$ cat src/logic/cpwm_pkg.sv
// package for the complementary pwm timer: register map, fields, carriers
// assumes a single 20 MHz clock and a plain strobe register port
package cpwm_pkg;

	localparam int ADDR_W = 32;
	localparam int DATA_W = 16;

	// register request from the software port
	typedef struct packed {
		logic [ADDR_W-1:0] addr;
		logic [DATA_W-1:0] wdata;
		logic wr;
		logic rd;
	} cpwm_bus_req_type;

	// six bridge pins, one bit each
	typedef struct packed {
		logic pwm3_inv_pin;
		logic pwm2_inv_pin;
		logic pwm1_inv_pin;
		logic pwm3_pos_pin;
		logic pwm2_pos_pin;
		logic pwm1_pos_pin;
	} cpwm_pins_type;

	// register byte addresses
	localparam logic [31:0] ch3_count_control_addr = 32'hfffe_4200;
	localparam logic [31:0] ch4_count_control_addr = 32'hfffe_4201;
	localparam logic [31:0] ch3_mode_addr = 32'hfffe_4202;
	localparam logic [31:0] ch4_mode_addr = 32'hfffe_4203;
	localparam logic [31:0] ch3_irq_enable_addr = 32'hfffe_4208;
	localparam logic [31:0] output_master_enable_addr = 32'hfffe_420a;
	localparam logic [31:0] output_control_1_addr = 32'hfffe_420e;
	localparam logic [31:0] output_control_2_addr = 32'hfffe_420f;
	localparam logic [31:0] ch3_counter_addr = 32'hfffe_4210;
	localparam logic [31:0] ch4_counter_addr = 32'hfffe_4212;
	localparam logic [31:0] half_period_addr = 32'hfffe_4214;
	localparam logic [31:0] dead_time_addr = 32'hfffe_4216;
	localparam logic [31:0] ch3_general_a_addr = 32'hfffe_4218;
	localparam logic [31:0] ch3_general_b_addr = 32'hfffe_421a;
	localparam logic [31:0] ch4_general_a_addr = 32'hfffe_421c;
	localparam logic [31:0] ch4_general_b_addr = 32'hfffe_421e;
	localparam logic [31:0] half_period_buffer_addr = 32'hfffe_4222;
	localparam logic [31:0] ch3_general_c_addr = 32'hfffe_4224;
	localparam logic [31:0] ch3_general_d_addr = 32'hfffe_4226;
	localparam logic [31:0] ch4_general_c_addr = 32'hfffe_4228;
	localparam logic [31:0] ch4_general_d_addr = 32'hfffe_422a;
	localparam logic [31:0] ch3_status_addr = 32'hfffe_422c;
	localparam logic [31:0] counter_start_addr = 32'hffff_4280;

	// count control fields
	localparam int CLR_LSB = 5;
	localparam int EDGE_LSB = 3;
	localparam int PSC_LSB = 0;
	localparam logic [2:0] CLR_NONE = 3'h0;
	localparam logic [2:0] CLR_ON_A = 3'h1;
	localparam logic [1:0] EDGE_RISE = 2'h0;
	localparam logic [2:0] PSC_DIV1 = 3'h0;
	localparam logic [2:0] PSC_DIV4 = 3'h1;
	localparam logic [2:0] PSC_DIV16 = 3'h2;
	localparam logic [2:0] PSC_DIV64 = 3'h3;
	localparam logic [5:0] DIV1_LAST = 6'h00;
	localparam logic [5:0] DIV4_LAST = 6'h03;
	localparam logic [5:0] DIV16_LAST = 6'h0f;
	localparam logic [5:0] DIV64_LAST = 6'h3f;

	// mode fields
	localparam int BUF_B_BIT = 5;
	localparam int BUF_A_BIT = 4;
	localparam logic [3:0] MODE_COMP_CREST = 4'hd;
	localparam logic [3:0] MODE_COMP_TROUGH = 4'he;
	localparam logic [3:0] MODE_COMP_BOTH = 4'hf;

	// output control fields
	localparam int TOGGLE_BIT = 6;
	localparam int LOCK_BIT = 3;
	localparam int SRC_BIT = 2;
	localparam int INV_LEVEL_BIT = 1;
	localparam int POS_LEVEL_BIT = 0;

	// start, irq enable, status bits
	localparam int START3_BIT = 6;
	localparam int START4_BIT = 7;
	localparam int IRQ_A_BIT = 0;
	localparam int FLAG_A_BIT = 0;

	// master enable bit positions
	localparam int OE_P1 = 0;
	localparam int OE_P2 = 1;
	localparam int OE_P3 = 2;
	localparam int OE_N1 = 3;
	localparam int OE_N2 = 4;
	localparam int OE_N3 = 5;

	localparam logic [7:0] REG8_RESET = 8'h00;
	localparam logic [15:0] REG16_RESET = 16'h0000;
	localparam logic [15:0] COUNT_STEP = 16'h0001;

endpackage

$ cat src/logic/cpwm_timer.sv
// complementary pwm timer: two coupled 16-bit counters, three pwm pairs
// assumes synchronous strobe register port, outputs to bridge gate drivers
module cpwm_timer (
	input wire logic clk_sys,
	input wire logic rstn,
	input wire cpwm_pkg::cpwm_bus_req_type bus_req,
	output logic [cpwm_pkg::DATA_W-1:0] rdata,
	output logic irq,
	output cpwm_pkg::cpwm_pins_type pwm_pins,
	output cpwm_pkg::cpwm_pins_type pwm_oe,
	output logic carrier_toggle_pin
);

	// software registers
	logic [7:0] ch3_count_control;
	logic [7:0] ch4_count_control;
	logic [7:0] ch3_mode;
	logic [7:0] ch4_mode;
	logic [7:0] ch3_irq_enable;
	logic [7:0] output_master_enable;
	logic [7:0] output_control_1;
	logic [7:0] output_control_2;
	logic [7:0] counter_start;
	logic [15:0] ch3_counter;
	logic [15:0] ch4_counter;
	logic [15:0] half_period;
	logic [15:0] dead_time;
	logic [15:0] ch3_general_a;
	logic [15:0] ch3_general_b;
	logic [15:0] ch4_general_a;
	logic [15:0] ch4_general_b;
	logic [15:0] half_period_buffer;
	logic [15:0] ch3_general_c;
	logic [15:0] ch3_general_d;
	logic [15:0] ch4_general_c;
	logic [15:0] ch4_general_d;
	logic compare_a_flag;
	logic count_down;
	logic transfer_armed;
	logic [5:0] prescale_count [2];
	logic [1:0] tick;
	cpwm_pkg::cpwm_pins_type pin_level;

	// write decode
	wire wr = bus_req.wr;
	wire [31:0] wa = bus_req.addr;
	wire [15:0] wd = bus_req.wdata;
	wire w_cc3 = wr && wa == cpwm_pkg::ch3_count_control_addr;
	wire w_cc4 = wr && wa == cpwm_pkg::ch4_count_control_addr;
	wire w_md3 = wr && wa == cpwm_pkg::ch3_mode_addr;
	wire w_md4 = wr && wa == cpwm_pkg::ch4_mode_addr;
	wire w_ie3 = wr && wa == cpwm_pkg::ch3_irq_enable_addr;
	wire w_oe = wr && wa == cpwm_pkg::output_master_enable_addr;
	wire w_oc1 = wr && wa == cpwm_pkg::output_control_1_addr;
	wire w_oc2 = wr && wa == cpwm_pkg::output_control_2_addr;
	wire w_cnt3 = wr && wa == cpwm_pkg::ch3_counter_addr;
	wire w_cnt4 = wr && wa == cpwm_pkg::ch4_counter_addr;
	wire w_hp = wr && wa == cpwm_pkg::half_period_addr;
	wire w_dt = wr && wa == cpwm_pkg::dead_time_addr;
	wire w_ga3 = wr && wa == cpwm_pkg::ch3_general_a_addr;
	wire w_gb3 = wr && wa == cpwm_pkg::ch3_general_b_addr;
	wire w_ga4 = wr && wa == cpwm_pkg::ch4_general_a_addr;
	wire w_gb4 = wr && wa == cpwm_pkg::ch4_general_b_addr;
	wire w_hpb = wr && wa == cpwm_pkg::half_period_buffer_addr;
	wire w_gc3 = wr && wa == cpwm_pkg::ch3_general_c_addr;
	wire w_gd3 = wr && wa == cpwm_pkg::ch3_general_d_addr;
	wire w_gc4 = wr && wa == cpwm_pkg::ch4_general_c_addr;
	wire w_gd4 = wr && wa == cpwm_pkg::ch4_general_d_addr;
	wire w_st = wr && wa == cpwm_pkg::ch3_status_addr;
	wire w_start = wr && wa == cpwm_pkg::counter_start_addr;

	// mode decode; channel 4 mode register plays no part here
	wire [3:0] mode3 = ch3_mode[3:0];
	wire comp_mode = mode3 == cpwm_pkg::MODE_COMP_CREST ||
		mode3 == cpwm_pkg::MODE_COMP_TROUGH ||
		mode3 == cpwm_pkg::MODE_COMP_BOTH;
	wire xfer_at_crest = mode3 == cpwm_pkg::MODE_COMP_CREST ||
		mode3 == cpwm_pkg::MODE_COMP_BOTH;
	wire xfer_at_trough = mode3 == cpwm_pkg::MODE_COMP_TROUGH ||
		mode3 == cpwm_pkg::MODE_COMP_BOTH;
	wire start3 = counter_start[cpwm_pkg::START3_BIT];
	wire start4 = counter_start[cpwm_pkg::START4_BIT];
	wire comp_run = comp_mode && start3 && start4;
	wire run3 = comp_mode ? comp_run : start3;
	wire run4 = comp_mode ? comp_run : start4;

	// count clock choice per channel; ch4 borrows ch3 settings in comp mode
	wire [7:0] cc_eff [2];
	assign cc_eff[0] = ch3_count_control;
	assign cc_eff[1] = comp_mode ? ch3_count_control : ch4_count_control;
	wire [1:0] run_ch = {run4, run3};

	// prescaler per channel, tick is one rising count-clock edge
	genvar ch;
	generate
		for (ch = 0; ch < 2; ch++) begin : g_psc
			wire [2:0] psc = cc_eff[ch][cpwm_pkg::PSC_LSB +: 3];
			wire [1:0] edge_sel = cc_eff[ch][cpwm_pkg::EDGE_LSB +: 2];
			wire [5:0] last =
				psc == cpwm_pkg::PSC_DIV4 ? cpwm_pkg::DIV4_LAST :
				psc == cpwm_pkg::PSC_DIV16 ? cpwm_pkg::DIV16_LAST :
				psc == cpwm_pkg::PSC_DIV64 ? cpwm_pkg::DIV64_LAST :
				cpwm_pkg::DIV1_LAST;
			// other edge codes also use the rising edge of the clock
			wire rising = edge_sel == cpwm_pkg::EDGE_RISE ||
				edge_sel != cpwm_pkg::EDGE_RISE;
			assign tick[ch] = run_ch[ch] && rising &&
				prescale_count[ch] == last;
			always_ff @(posedge clk_sys or negedge rstn) begin
				if (!rstn) begin
					prescale_count[ch] <= 6'h00;
				end else if (!run_ch[ch] || prescale_count[ch] == last) begin
					prescale_count[ch] <= 6'h00;
				end else begin
					prescale_count[ch] <= prescale_count[ch] + 6'h01;
				end
			end
		end
	endgenerate

	// crest and trough of the triangle, ch3 runs dead time above ch4
	wire at_crest = !count_down && (ch3_counter == ch3_general_a ||
		ch4_counter == half_period);
	wire at_trough = count_down && ch3_counter == dead_time;
	wire comp_tick = comp_run && tick[0];
	wire crest_evt = comp_tick && at_crest;
	wire trough_evt = comp_tick && at_trough;
	wire do_xfer = transfer_armed &&
		((crest_evt && xfer_at_crest) || (trough_evt && xfer_at_trough));
	wire reverse = at_crest || at_trough;
	wire next_down = reverse ? !count_down : count_down;

	// normal mode clearing, only on an a-match when selected
	wire [2:0] clr3 = ch3_count_control[cpwm_pkg::CLR_LSB +: 3];
	wire [2:0] clr4 = ch4_count_control[cpwm_pkg::CLR_LSB +: 3];
	wire clear3 = clr3 == cpwm_pkg::CLR_ON_A &&
		ch3_counter == ch3_general_a;
	wire clear4 = clr4 == cpwm_pkg::CLR_ON_A &&
		ch4_counter == ch4_general_a;
	wire match_a3 = comp_mode ? crest_evt :
		(tick[0] && ch3_counter == ch3_general_a);

	// next counter values; software writes win over counting
	wire [15:0] step3 = next_down ? ch3_counter - cpwm_pkg::COUNT_STEP :
		ch3_counter + cpwm_pkg::COUNT_STEP;
	wire [15:0] step4 = next_down ? ch4_counter - cpwm_pkg::COUNT_STEP :
		ch4_counter + cpwm_pkg::COUNT_STEP;
	wire [15:0] next_ch3_counter = w_cnt3 ? wd :
		comp_tick ? step3 :
		(!comp_mode && tick[0]) ?
		(clear3 ? cpwm_pkg::REG16_RESET :
		ch3_counter + cpwm_pkg::COUNT_STEP) : ch3_counter;
	wire [15:0] next_ch4_counter = w_cnt4 ? wd :
		comp_tick ? step4 :
		(!comp_mode && tick[1]) ?
		(clear4 ? cpwm_pkg::REG16_RESET :
		ch4_counter + cpwm_pkg::COUNT_STEP) : ch4_counter;

	// counters and direction
	always_ff @(posedge clk_sys or negedge rstn) begin
		if (!rstn) begin
			ch3_counter <= cpwm_pkg::REG16_RESET;
			ch4_counter <= cpwm_pkg::REG16_RESET;
			count_down <= 1'b0;
		end else begin
			ch3_counter <= next_ch3_counter;
			ch4_counter <= next_ch4_counter;
			if (!comp_run) begin
				count_down <= 1'b0;
			end else if (comp_tick) begin
				count_down <= next_down;
			end
		end
	end

	// buffered compare registers, loaded by software or by transfer
	always_ff @(posedge clk_sys or negedge rstn) begin
		if (!rstn) begin
			ch3_general_a <= cpwm_pkg::REG16_RESET;
			ch3_general_b <= cpwm_pkg::REG16_RESET;
			ch4_general_a <= cpwm_pkg::REG16_RESET;
			ch4_general_b <= cpwm_pkg::REG16_RESET;
			half_period <= cpwm_pkg::REG16_RESET;
		end else begin
			if (w_ga3) begin
				ch3_general_a <= wd;
			end else if (do_xfer && ch3_mode[cpwm_pkg::BUF_A_BIT]) begin
				ch3_general_a <= ch3_general_c;
			end
			if (w_gb3) begin
				ch3_general_b <= wd;
			end else if (do_xfer && ch3_mode[cpwm_pkg::BUF_B_BIT]) begin
				ch3_general_b <= ch3_general_d;
			end
			if (w_ga4) begin
				ch4_general_a <= wd;
			end else if (do_xfer && ch3_mode[cpwm_pkg::BUF_A_BIT]) begin
				ch4_general_a <= ch4_general_c;
			end
			if (w_gb4) begin
				ch4_general_b <= wd;
			end else if (do_xfer && ch3_mode[cpwm_pkg::BUF_B_BIT]) begin
				ch4_general_b <= ch4_general_d;
			end
			if (w_hp) begin
				half_period <= wd;
			end else if (do_xfer) begin
				half_period <= half_period_buffer;
			end
		end
	end

	// transfer waits for ch4 general d; a new write beats the clear
	always_ff @(posedge clk_sys or negedge rstn) begin
		if (!rstn) begin
			transfer_armed <= 1'b0;
		end else if (w_gd4) begin
			transfer_armed <= 1'b1;
		end else if (do_xfer) begin
			transfer_armed <= 1'b0;
		end
	end

	// plain software registers
	always_ff @(posedge clk_sys or negedge rstn) begin
		if (!rstn) begin
			ch3_count_control <= cpwm_pkg::REG8_RESET;
			ch4_count_control <= cpwm_pkg::REG8_RESET;
			ch3_mode <= cpwm_pkg::REG8_RESET;
			ch4_mode <= cpwm_pkg::REG8_RESET;
			ch3_irq_enable <= cpwm_pkg::REG8_RESET;
			output_master_enable <= cpwm_pkg::REG8_RESET;
			counter_start <= cpwm_pkg::REG8_RESET;
			dead_time <= cpwm_pkg::REG16_RESET;
			half_period_buffer <= cpwm_pkg::REG16_RESET;
			ch3_general_c <= cpwm_pkg::REG16_RESET;
			ch3_general_d <= cpwm_pkg::REG16_RESET;
			ch4_general_c <= cpwm_pkg::REG16_RESET;
			ch4_general_d <= cpwm_pkg::REG16_RESET;
		end else begin
			if (w_cc3) ch3_count_control <= wd[7:0];
			if (w_cc4) ch4_count_control <= wd[7:0];
			if (w_md3) ch3_mode <= wd[7:0];
			if (w_md4) ch4_mode <= wd[7:0];
			if (w_ie3) ch3_irq_enable <= wd[7:0];
			if (w_oe) output_master_enable <= wd[7:0];
			if (w_start) counter_start <= wd[7:0];
			if (w_dt) dead_time <= wd;
			if (w_hpb) half_period_buffer <= wd;
			if (w_gc3) ch3_general_c <= wd;
			if (w_gd3) ch3_general_d <= wd;
			if (w_gc4) ch4_general_c <= wd;
			if (w_gd4) ch4_general_d <= wd;
		end
	end

	// output control; lock sticks until reset and freezes level bits
	wire locked = output_control_1[cpwm_pkg::LOCK_BIT];
	wire [7:0] oc1_keep = 8'h07;
	wire [7:0] next_oc1 = locked ?
		((wd[7:0] & ~oc1_keep) | (output_control_1 & oc1_keep) |
		(8'h08)) : wd[7:0];
	always_ff @(posedge clk_sys or negedge rstn) begin
		if (!rstn) begin
			output_control_1 <= cpwm_pkg::REG8_RESET;
			output_control_2 <= cpwm_pkg::REG8_RESET;
		end else begin
			if (w_oc1) output_control_1 <= next_oc1;
			if (w_oc2 && !locked) output_control_2 <= wd[7:0];
		end
	end

	// compare a flag: set wins over a software clear
	always_ff @(posedge clk_sys or negedge rstn) begin
		if (!rstn) begin
			compare_a_flag <= 1'b0;
		end else if (match_a3) begin
			compare_a_flag <= 1'b1;
		end else if (w_st && !wd[cpwm_pkg::FLAG_A_BIT]) begin
			compare_a_flag <= 1'b0;
		end
	end
	assign irq = compare_a_flag &&
		ch3_irq_enable[cpwm_pkg::IRQ_A_BIT];

	// level source and active levels
	wire [7:0] oc_src = output_control_1[cpwm_pkg::SRC_BIT] ?
		output_control_2 : output_control_1;
	wire pos_act = oc_src[cpwm_pkg::POS_LEVEL_BIT];
	wire inv_act = oc_src[cpwm_pkg::INV_LEVEL_BIT];

	// on states: pos on past ch4, inv on below ch3, offset is dead time
	wire p1_on = ch4_counter > ch3_general_b || ~|ch3_general_b;
	wire p2_on = ch4_counter > ch4_general_a || ~|ch4_general_a;
	wire p3_on = ch4_counter > ch4_general_b || ~|ch4_general_b;
	wire n1_on = ch3_counter < ch3_general_b;
	wire n2_on = ch3_counter < ch4_general_a;
	wire n3_on = ch3_counter < ch4_general_b;
	cpwm_pkg::cpwm_pins_type next_pin_level;
	assign next_pin_level.pwm1_pos_pin = comp_run && p1_on ? pos_act : !pos_act;
	assign next_pin_level.pwm2_pos_pin = comp_run && p2_on ? pos_act : !pos_act;
	assign next_pin_level.pwm3_pos_pin = comp_run && p3_on ? pos_act : !pos_act;
	assign next_pin_level.pwm1_inv_pin = comp_run && n1_on ? inv_act : !inv_act;
	assign next_pin_level.pwm2_inv_pin = comp_run && n2_on ? inv_act : !inv_act;
	assign next_pin_level.pwm3_inv_pin = comp_run && n3_on ? inv_act : !inv_act;

	// pin levels follow compare results; toggle pin flips at crest and trough
	always_ff @(posedge clk_sys or negedge rstn) begin
		if (!rstn) begin
			pin_level <= '1;
			carrier_toggle_pin <= 1'b1;
		end else begin
			pin_level <= next_pin_level;
			if ((crest_evt || trough_evt) &&
				output_control_1[cpwm_pkg::TOGGLE_BIT]) begin
				carrier_toggle_pin <= !carrier_toggle_pin;
			end
		end
	end
	assign pwm_pins = pin_level;

	// master enables gate each pin driver
	assign pwm_oe.pwm1_pos_pin = output_master_enable[cpwm_pkg::OE_P1];
	assign pwm_oe.pwm2_pos_pin = output_master_enable[cpwm_pkg::OE_P2];
	assign pwm_oe.pwm3_pos_pin = output_master_enable[cpwm_pkg::OE_P3];
	assign pwm_oe.pwm1_inv_pin = output_master_enable[cpwm_pkg::OE_N1];
	assign pwm_oe.pwm2_inv_pin = output_master_enable[cpwm_pkg::OE_N2];
	assign pwm_oe.pwm3_inv_pin = output_master_enable[cpwm_pkg::OE_N3];

	// read selection, unmapped addresses read zero
	wire [31:0] ra = bus_req.addr;
	wire [15:0] next_rdata =
		ra == cpwm_pkg::ch3_count_control_addr ? {8'h00, ch3_count_control} :
		ra == cpwm_pkg::ch4_count_control_addr ? {8'h00, ch4_count_control} :
		ra == cpwm_pkg::ch3_mode_addr ? {8'h00, ch3_mode} :
		ra == cpwm_pkg::ch4_mode_addr ? {8'h00, ch4_mode} :
		ra == cpwm_pkg::ch3_irq_enable_addr ? {8'h00, ch3_irq_enable} :
		ra == cpwm_pkg::output_master_enable_addr ?
		{8'h00, output_master_enable} :
		ra == cpwm_pkg::output_control_1_addr ? {8'h00, output_control_1} :
		ra == cpwm_pkg::output_control_2_addr ? {8'h00, output_control_2} :
		ra == cpwm_pkg::ch3_counter_addr ? ch3_counter :
		ra == cpwm_pkg::ch4_counter_addr ? ch4_counter :
		ra == cpwm_pkg::half_period_addr ? half_period :
		ra == cpwm_pkg::dead_time_addr ? dead_time :
		ra == cpwm_pkg::ch3_general_a_addr ? ch3_general_a :
		ra == cpwm_pkg::ch3_general_b_addr ? ch3_general_b :
		ra == cpwm_pkg::ch4_general_a_addr ? ch4_general_a :
		ra == cpwm_pkg::ch4_general_b_addr ? ch4_general_b :
		ra == cpwm_pkg::half_period_buffer_addr ? half_period_buffer :
		ra == cpwm_pkg::ch3_general_c_addr ? ch3_general_c :
		ra == cpwm_pkg::ch3_general_d_addr ? ch3_general_d :
		ra == cpwm_pkg::ch4_general_c_addr ? ch4_general_c :
		ra == cpwm_pkg::ch4_general_d_addr ? ch4_general_d :
		ra == cpwm_pkg::ch3_status_addr ? {15'h0000, compare_a_flag} :
		ra == cpwm_pkg::counter_start_addr ? {8'h00, counter_start} :
		cpwm_pkg::REG16_RESET;

	// read data stands only in the cycle after the strobe
	always_ff @(posedge clk_sys or negedge rstn) begin
		if (!rstn) begin
			rdata <= cpwm_pkg::REG16_RESET;
		end else if (bus_req.rd) begin
			rdata <= next_rdata;
		end else begin
			rdata <= cpwm_pkg::REG16_RESET;
		end
	end

endmodule

$ cat config.mk
export PLATFORM = sky130hd
export DESIGN_NAME = cpwm_timer
export DESIGN_NICKNAME = d
export VERILOG_FILES = /design/src/logic/cpwm_pkg.sv /design/src/logic/cpwm_timer.sv
export SDC_FILE = /design/constraint.sdc
export NUM_CORES = 1
export LEC_CHECK = 0
export BUFFER_PORTS_ARGS = -buffer_cell sky130_fd_sc_hd__buf_2
export CORE_MARGIN = 10
export CORE_UTILIZATION = 63
export DETAILED_ROUTE_END_ITERATION = 7
export GPL_TIMING_DRIVEN = 0
export MAX_ROUTING_LAYER = met4
export PLACE_DENSITY = 0.9
export SYNTH_ARGS = -nofsm -noshare
export SYNTH_HDL_FRONTEND = slang
export SYNTH_SLANG_ARGS = --single-unit
$ cat constraint.sdc
create_clock -name clk_sys -period 5.11 [get_ports clk_sys]
set_input_delay 0.2555 -clock clk_sys [delete_from_list [all_inputs] [get_ports clk_sys]]
set_output_delay 0.2555 -clock clk_sys [all_outputs]
set_load 0.005 [all_outputs]
### Word level (Yosys, flattened, before mapping)

Cells that the tools add are included.

| storage, ports and cells | value |
|---|---|
| bits in registers | 318 |
| input bits | 52 |
| output and inout port bits | 30 |
| word-level logic and storage cells | 257 |

| cells by class | value |
|---|---|
| add/subtract/negate cells | 6 |
| $lt $le $gt $ge | 6 |
| equal/unequal tests | 41 |
| mux-type cells | 71 |
| bitwise logic cells | 1 |
| reductions and logical operators | 97 |

Operators with widths:

| operator | number |
|---|---|
| equality test 32 bit, second input constant | 23 |
| 2-to-1 mux 16 bit | 42 |
| equality test 16 bit | 4 |
| logical AND 1 bit | 54 |
| greater-than comparator 16 bit | 3 |
| < comparator 16 bit | 3 |
| 2-to-1 mux 6 bit | 8 |
| OR reduction 16 bit | 3 |
| adder 16 x 1 -> 16 bit, second input constant | 2 |
| subtractor 16 x 1 -> 16 bit, second input constant | 2 |
| 2-to-1 mux 8 bit | 3 |
| nonzero test 2 bit | 9 |
| 2-to-1 mux 1 bit | 16 |
| logical OR 1 bit | 15 |
| adder 6 x 1 -> 6 bit, second input constant | 2 |
| equality test 3 x 1 -> 1 bit, second input constant | 4 |
| equality test 3 x 2 -> 1 bit, second input constant | 4 |
| equality test 4 bit, second input constant | 3 |
| equality test 6 bit | 2 |
| zero test 1 bit | 12 |
| bitwise OR 8 x 3 -> 8 bit | 1 |
| nonzero test 3 bit | 2 |
| 2-to-1 mux 5 bit | 1 |
| zero test 2 bit | 2 |
| 2 further kinds | 2 |

### Logic depth before layout (Yosys ltp)

| depth | value |
|---|---|
| depth in word-level cells | 25 |
| gate-level depth with buffers | 12 |
| mapped depth without buffers | 11 |

### Worst setup path after synthesis

No wires, ideal clock.

| timing | value |
|---|---|
| path type | input to register |
| start | input port bus_req[30] (netlist name) |
| end | register ch4_counter[11] |
| setup time | 126 ps |
| arrival | 2678 ps |
| data required time | 4984 ps |
| path slack | 2305 ps |
| stages on the path | 11 |
| cell sequence | or3b_1 or4_1 buf_2 or3_1 buf_2 nor2_1 nand2_1 o21ai_2 buf_2 nor4_1 a311o_1 |

| on the way | value |
|---|---|
| word-level cells in the longest chain between the ends | 3 |
| elaborated cells between the ends (all ways) | 4 |
| classes of those cells | 1 x eq/ne; 1 x mux; 2 x reduce/logical |

Ends and longest elaborated chain:

| item | line | RTL |
|---|---|---|
| from (decl) | cpwm_timer.sv:6 | `input wire cpwm_pkg::cpwm_bus_req_type bus_req,` |
| equality test 32 bit (*) | cpwm_timer.sv:57 | `wire w_cnt4 = wr && wa == cpwm_pkg::ch4_counter_addr;` |
| logical AND 1 bit (*) | cpwm_timer.sv:57 |  |
| nonzero test 3 bit (no line) or 2-to-1 mux 16 bit (tied branches) | - |  |
| to (signal assigned) | cpwm_timer.sv:163 | `ch4_counter <= cpwm_pkg::REG16_RESET;` |
| to (signal assigned) | cpwm_timer.sv:167 | `ch4_counter <= next_ch4_counter;` |
| to (decl) | cpwm_timer.sv:25 | `logic [15:0] ch4_counter;` |

Every way passes the cells marked *; elsewhere a longest branch is shown, timed or not.
A chain may end at the register's enable or synchronous reset.

### Worst setup path after layout

| timing | value |
|---|---|
| start | register ch3_counter[1] |
| end | register ch4_general_b[2] |

| on the way | value |
|---|---|
| word-level cells in the longest chain between the ends | 9 |
| elaborated cells between the ends (all ways) | 13 |
| classes of those cells | 2 x eq/ne; 11 x reduce/logical |

Ends and longest elaborated chain:

| item | line | RTL |
|---|---|---|
| from (decl) | cpwm_timer.sv:24 | `logic [15:0] ch3_counter;` |
| from (signal assigned) | cpwm_timer.sv:162 | `ch3_counter <= cpwm_pkg::REG16_RESET;` |
| from (signal assigned) | cpwm_timer.sv:166 | `ch3_counter <= next_ch3_counter;` |
| equality test 16 bit | cpwm_timer.sv:122 | `wire at_crest = !count_down && (ch3_counter == ch3_general_a \|\|` |
| logical OR 1 bit | cpwm_timer.sv:122 |  |
| logical AND 1 bit | cpwm_timer.sv:122 |  |
| logical AND 1 bit | cpwm_timer.sv:126 | `wire crest_evt = comp_tick && at_crest;` |
| logical AND 1 bit | cpwm_timer.sv:129 | `((crest_evt && xfer_at_crest) \|\| (trough_evt && xfer_at_trough));` |
| logical OR 1 bit (*) | cpwm_timer.sv:129 |  |
| logical AND 1 bit (*) | cpwm_timer.sv:128 | `wire do_xfer = transfer_armed &&` |
| logical AND 1 bit (*) | cpwm_timer.sv:202 | `end else if (do_xfer && ch3_mode[cpwm_pkg::BUF_B_BIT]) begin` |
| nonzero test 2 bit (no line) (*) | - |  |
| to (signal assigned) | cpwm_timer.sv:182 | `ch4_general_b <= cpwm_pkg::REG16_RESET;` |
| to (signal assigned) | cpwm_timer.sv:201 | `ch4_general_b <= wd;` |
| to (signal assigned) | cpwm_timer.sv:203 | `ch4_general_b <= ch4_general_d;` |
| to (decl) | cpwm_timer.sv:31 | `logic [15:0] ch4_general_b;` |

Marked as above.

==> out/qor.yml <==
worst_setup_path:
  r2r_start: "ch3_counter[1]"
  cp_data_arrival_time_ps: 4530
  critPathKind: "reg -> reg"
  critPathRequiredTime_ps: 5490
  critPathCaptureType: "flop"
  cp_max_fo: 10
  startpoint: "ch3_counter[1]"
  crit_path_start_kind: "flop"
final_layout:
  nets: 2229
  regArea_um2: 7970
  syn2layout_area_growth_pct: 11.2
  fillers: 2277
  diodes: 0
  multi_input_area_um2: 10700
  drive_gt1_share_pct: 17.9
  design_area_um2: 21700
clocking:
  clk_latency_ps: 550
  cts_made_buffers: 36
  postCtsHoldBufs: 1
  cts_htree_levels: 2
  cts_root_buf: "clkbuf_16"
  cts_tree: "done"
  clk_pin_slew_ps: 60
  cts_sinks: 318
  cts_max_path_buffers: 3
  post-cts-setup-buffer-count: 0
  ctsResizeCount: 0
synthesis:
  yosysTopAreaCellShare_pct: 39.9
  synth_top_cells_by_area: "dfrtp_1, mux2_2, ha_1, mux2i_1, a21oi_1"
  synth_edf_count: 0
  syn_nets: 2106
  synth.yosys.seq_area_share_pct: 40.8
  synth_warnings: 0
  ys_ff_latch: 318
  avgSynthCellArea_um2: 9.98
  synthTopCellsByCount: "dfrtp_1, mux2_2, nor2_1, nand2_1, a21oi_1"
  yosysTopAreaCell: "dfrtp_1"
  syn_area_um2: 19500
  synthCells: 1955
  yosysMostFrequentCell: "dfrtp_1"
  ys_types: 91
  ys_async_sr_fraction_pct: 100
  synth_flop_cell: "dfrtp_1"
power_and_ir_drop:
  power_density_nw_per_um2: 247
  vdd_ir_drop_max_mv: 0.323
  power.leakage_nw: 10.9
sta:
  fin_setup_tns_ps: 0
  setup_viol: 0
  max_freq_mhz: 241
  slew_headroom_pct: 11.6
  finalHoldViolCount: 0
  slew_viol_final: 0
  period_needed_ps: 4140
  fin_crit_sh_pct: 81.1
  skew_ps: 22.1
  rsz0062_at_grt: "false"
  whs_ps: 32.5
  worst_pin_slew_ps: 1330
status:
  outcome: "finished, violations left"
  violations: "DRC"
drt:
  avgRoutedWirePerCell_um: 30.7
  vias_per_cell: 7.36
  vias: 18415
  ant_nets: 0
  first_pass_iters: 8
  drt_iter0_markers: 3255
  drc: 4
  drt_wl_total_um: 76800
floorplanning:
  die-area_um2: 38400
  core_area_um2: 30600
  rows: 64
  die_h_um: 196
  die_w_um: 196
  io-pin-count: 82
  start_util_pct: 63.8
global_route:
  grt_pass1_vias: 18087
  grt.busiest_layer: "met2"
  track_usage_pct: 39.9
  grt-ovfl-total: 0
  groute.layer.met3.usage_pct: 12.8
  grt_use_met1_pct: 50.5
  met2_usage_pct: 57.0
  antenna_found_initial: 0
  grt_max_degree: 122
  grt_pass1_wl_um: 113000
min_path:
  hold_path.class: "in -> reg"
  hold_path.startpoint: "bus_req[6]"
placement:
  routabilityCongestion: 1.09
  dpl.hpwl_um: 58400
  io_buffers: 81
  place_area_um2: 20500
run:
  cap_violations: 0
==> where the power goes <==
part	total, W	internal (W)	switching [W]
logic	0.000202	0.0000386	0.000164
clock network	0.00264	0.00150	0.00114
registers	0.00252	0.00252	0.00000000786
total	0.00536	0.00406	0.00130
==> state kept, by name, indices dropped and copies added, names as in the netlist, 12 cells and up <==
signal	flops
ch4_counter	16
ch3_general_b	16
half_period	16
ch3_general_c	16
ch3_counter	16
prescale_count	12
ch4_general_c	16
ch4_general_d	16
ch4_general_a	16
half_period_buffer	16
rdata	16
ch3_general_a	16
dead_time	16
ch3_general_d	16
ch4_general_b	16
==> cell families after synthesis <==
family | after synthesis | synth area share, %
compound gates | 466 | 16.3
flops | 318 | 40.8
buf+inv | 198 | 4.25
mux | 258 | 14.3
simple gates | 551 | 15.1
xor+xnor | 65 | 2.92
fa+ha+maj | 99 | 6.35
==> cell usage in the layout (no fill, tap or decap), types with 11 or more instances in the layout <==
cell / instances
or3_1: 11
and3_1: 11
mux2_2: 168
nand2b_1: 13
nand2_1: 126
xor2_1: 58
nor3b_1: 13
nor3_1: 33
a21o_1: 28
nand3_1: 40
nor4_1: 47
a21oi_1: 107
a221o_1: 16
clkbuf_16: 36
nand4_1: 36
a22oi_1: 45
o21ai_0: 94
o31ai_1: 11
buf_2: 100
inv_1: 65
ha_1: 99
mux2i_1: 88
clkbuf_1: 102
o22ai_1: 11
a221oi_1: 23
a222oi_1: 15
nor2b_1: 13
dfrtp_1: 311
a31oi_1: 13
nor2_1: 136
==> worst paths after layout <==
path / end / slack (ps) / depth (start not counted)
worst max-delay path: ch4_general_b[2] / 970 / 12
worst min-delay path: ch3_counter[4] / 30 / 2
worst max register to register: ch4_general_b[2] / 970 / 12
worst min register to register: prescale_count[0] / 490 / 1
max in group asynchronous: count_down / 3450 / 4
min in group asynchronous: ch3_general_d[14] / 230 / 2
==> critical path, stage by stage, from the launching register on <==
cell and delay [ps]:
dfrtp_1 460, clkbuf_1 430, xor2_1 120, nor4_1 480
nand4_1 420, a21oi_1 240, nand2_1 120, a2bb2oi_1 210
nand3b_1 280, clkbuf_1 250, buf_2 330, mux2i_1 180
a21oi_1 450
==> cell type report <==
type,instances,area share (%)
Multi-Input combinational cell,1439,49.4
Sequential cell,318,36.7
Clock buffer,53,4.86
Buffer,132,2.68
Timing Repair Buffer,85,2.34
Tap cell,396,2.28
Inverter,66,1.14
Clock inverter,13,0.600
==> routing by layer <==
| metal | vias up | part of all wire [%] |
|---|---|---|
| met5 | - | 0 |
| met4 | 0 | 5.7 |
| met3 | 342 | 15 |
| met2 | 1570 | 42 |
| met1 | 8951 | 37 |
| li1 | 7552 | - |
==> stage by stage <==
stage	worst slack (ps)	utilization, %	cells	power (W)
global placement	-2160	66.7	2432	0.00275
CTS	1240	71.0	2502	0.00533
detailed placement	1190	67.0	2435	0.00276
global route	1040	71.0	2502	0.00543
finish	966	71.0	2502	0.00536
floorplan	2310	-	1955	0.00262
(Power assumes the default switching activity.)
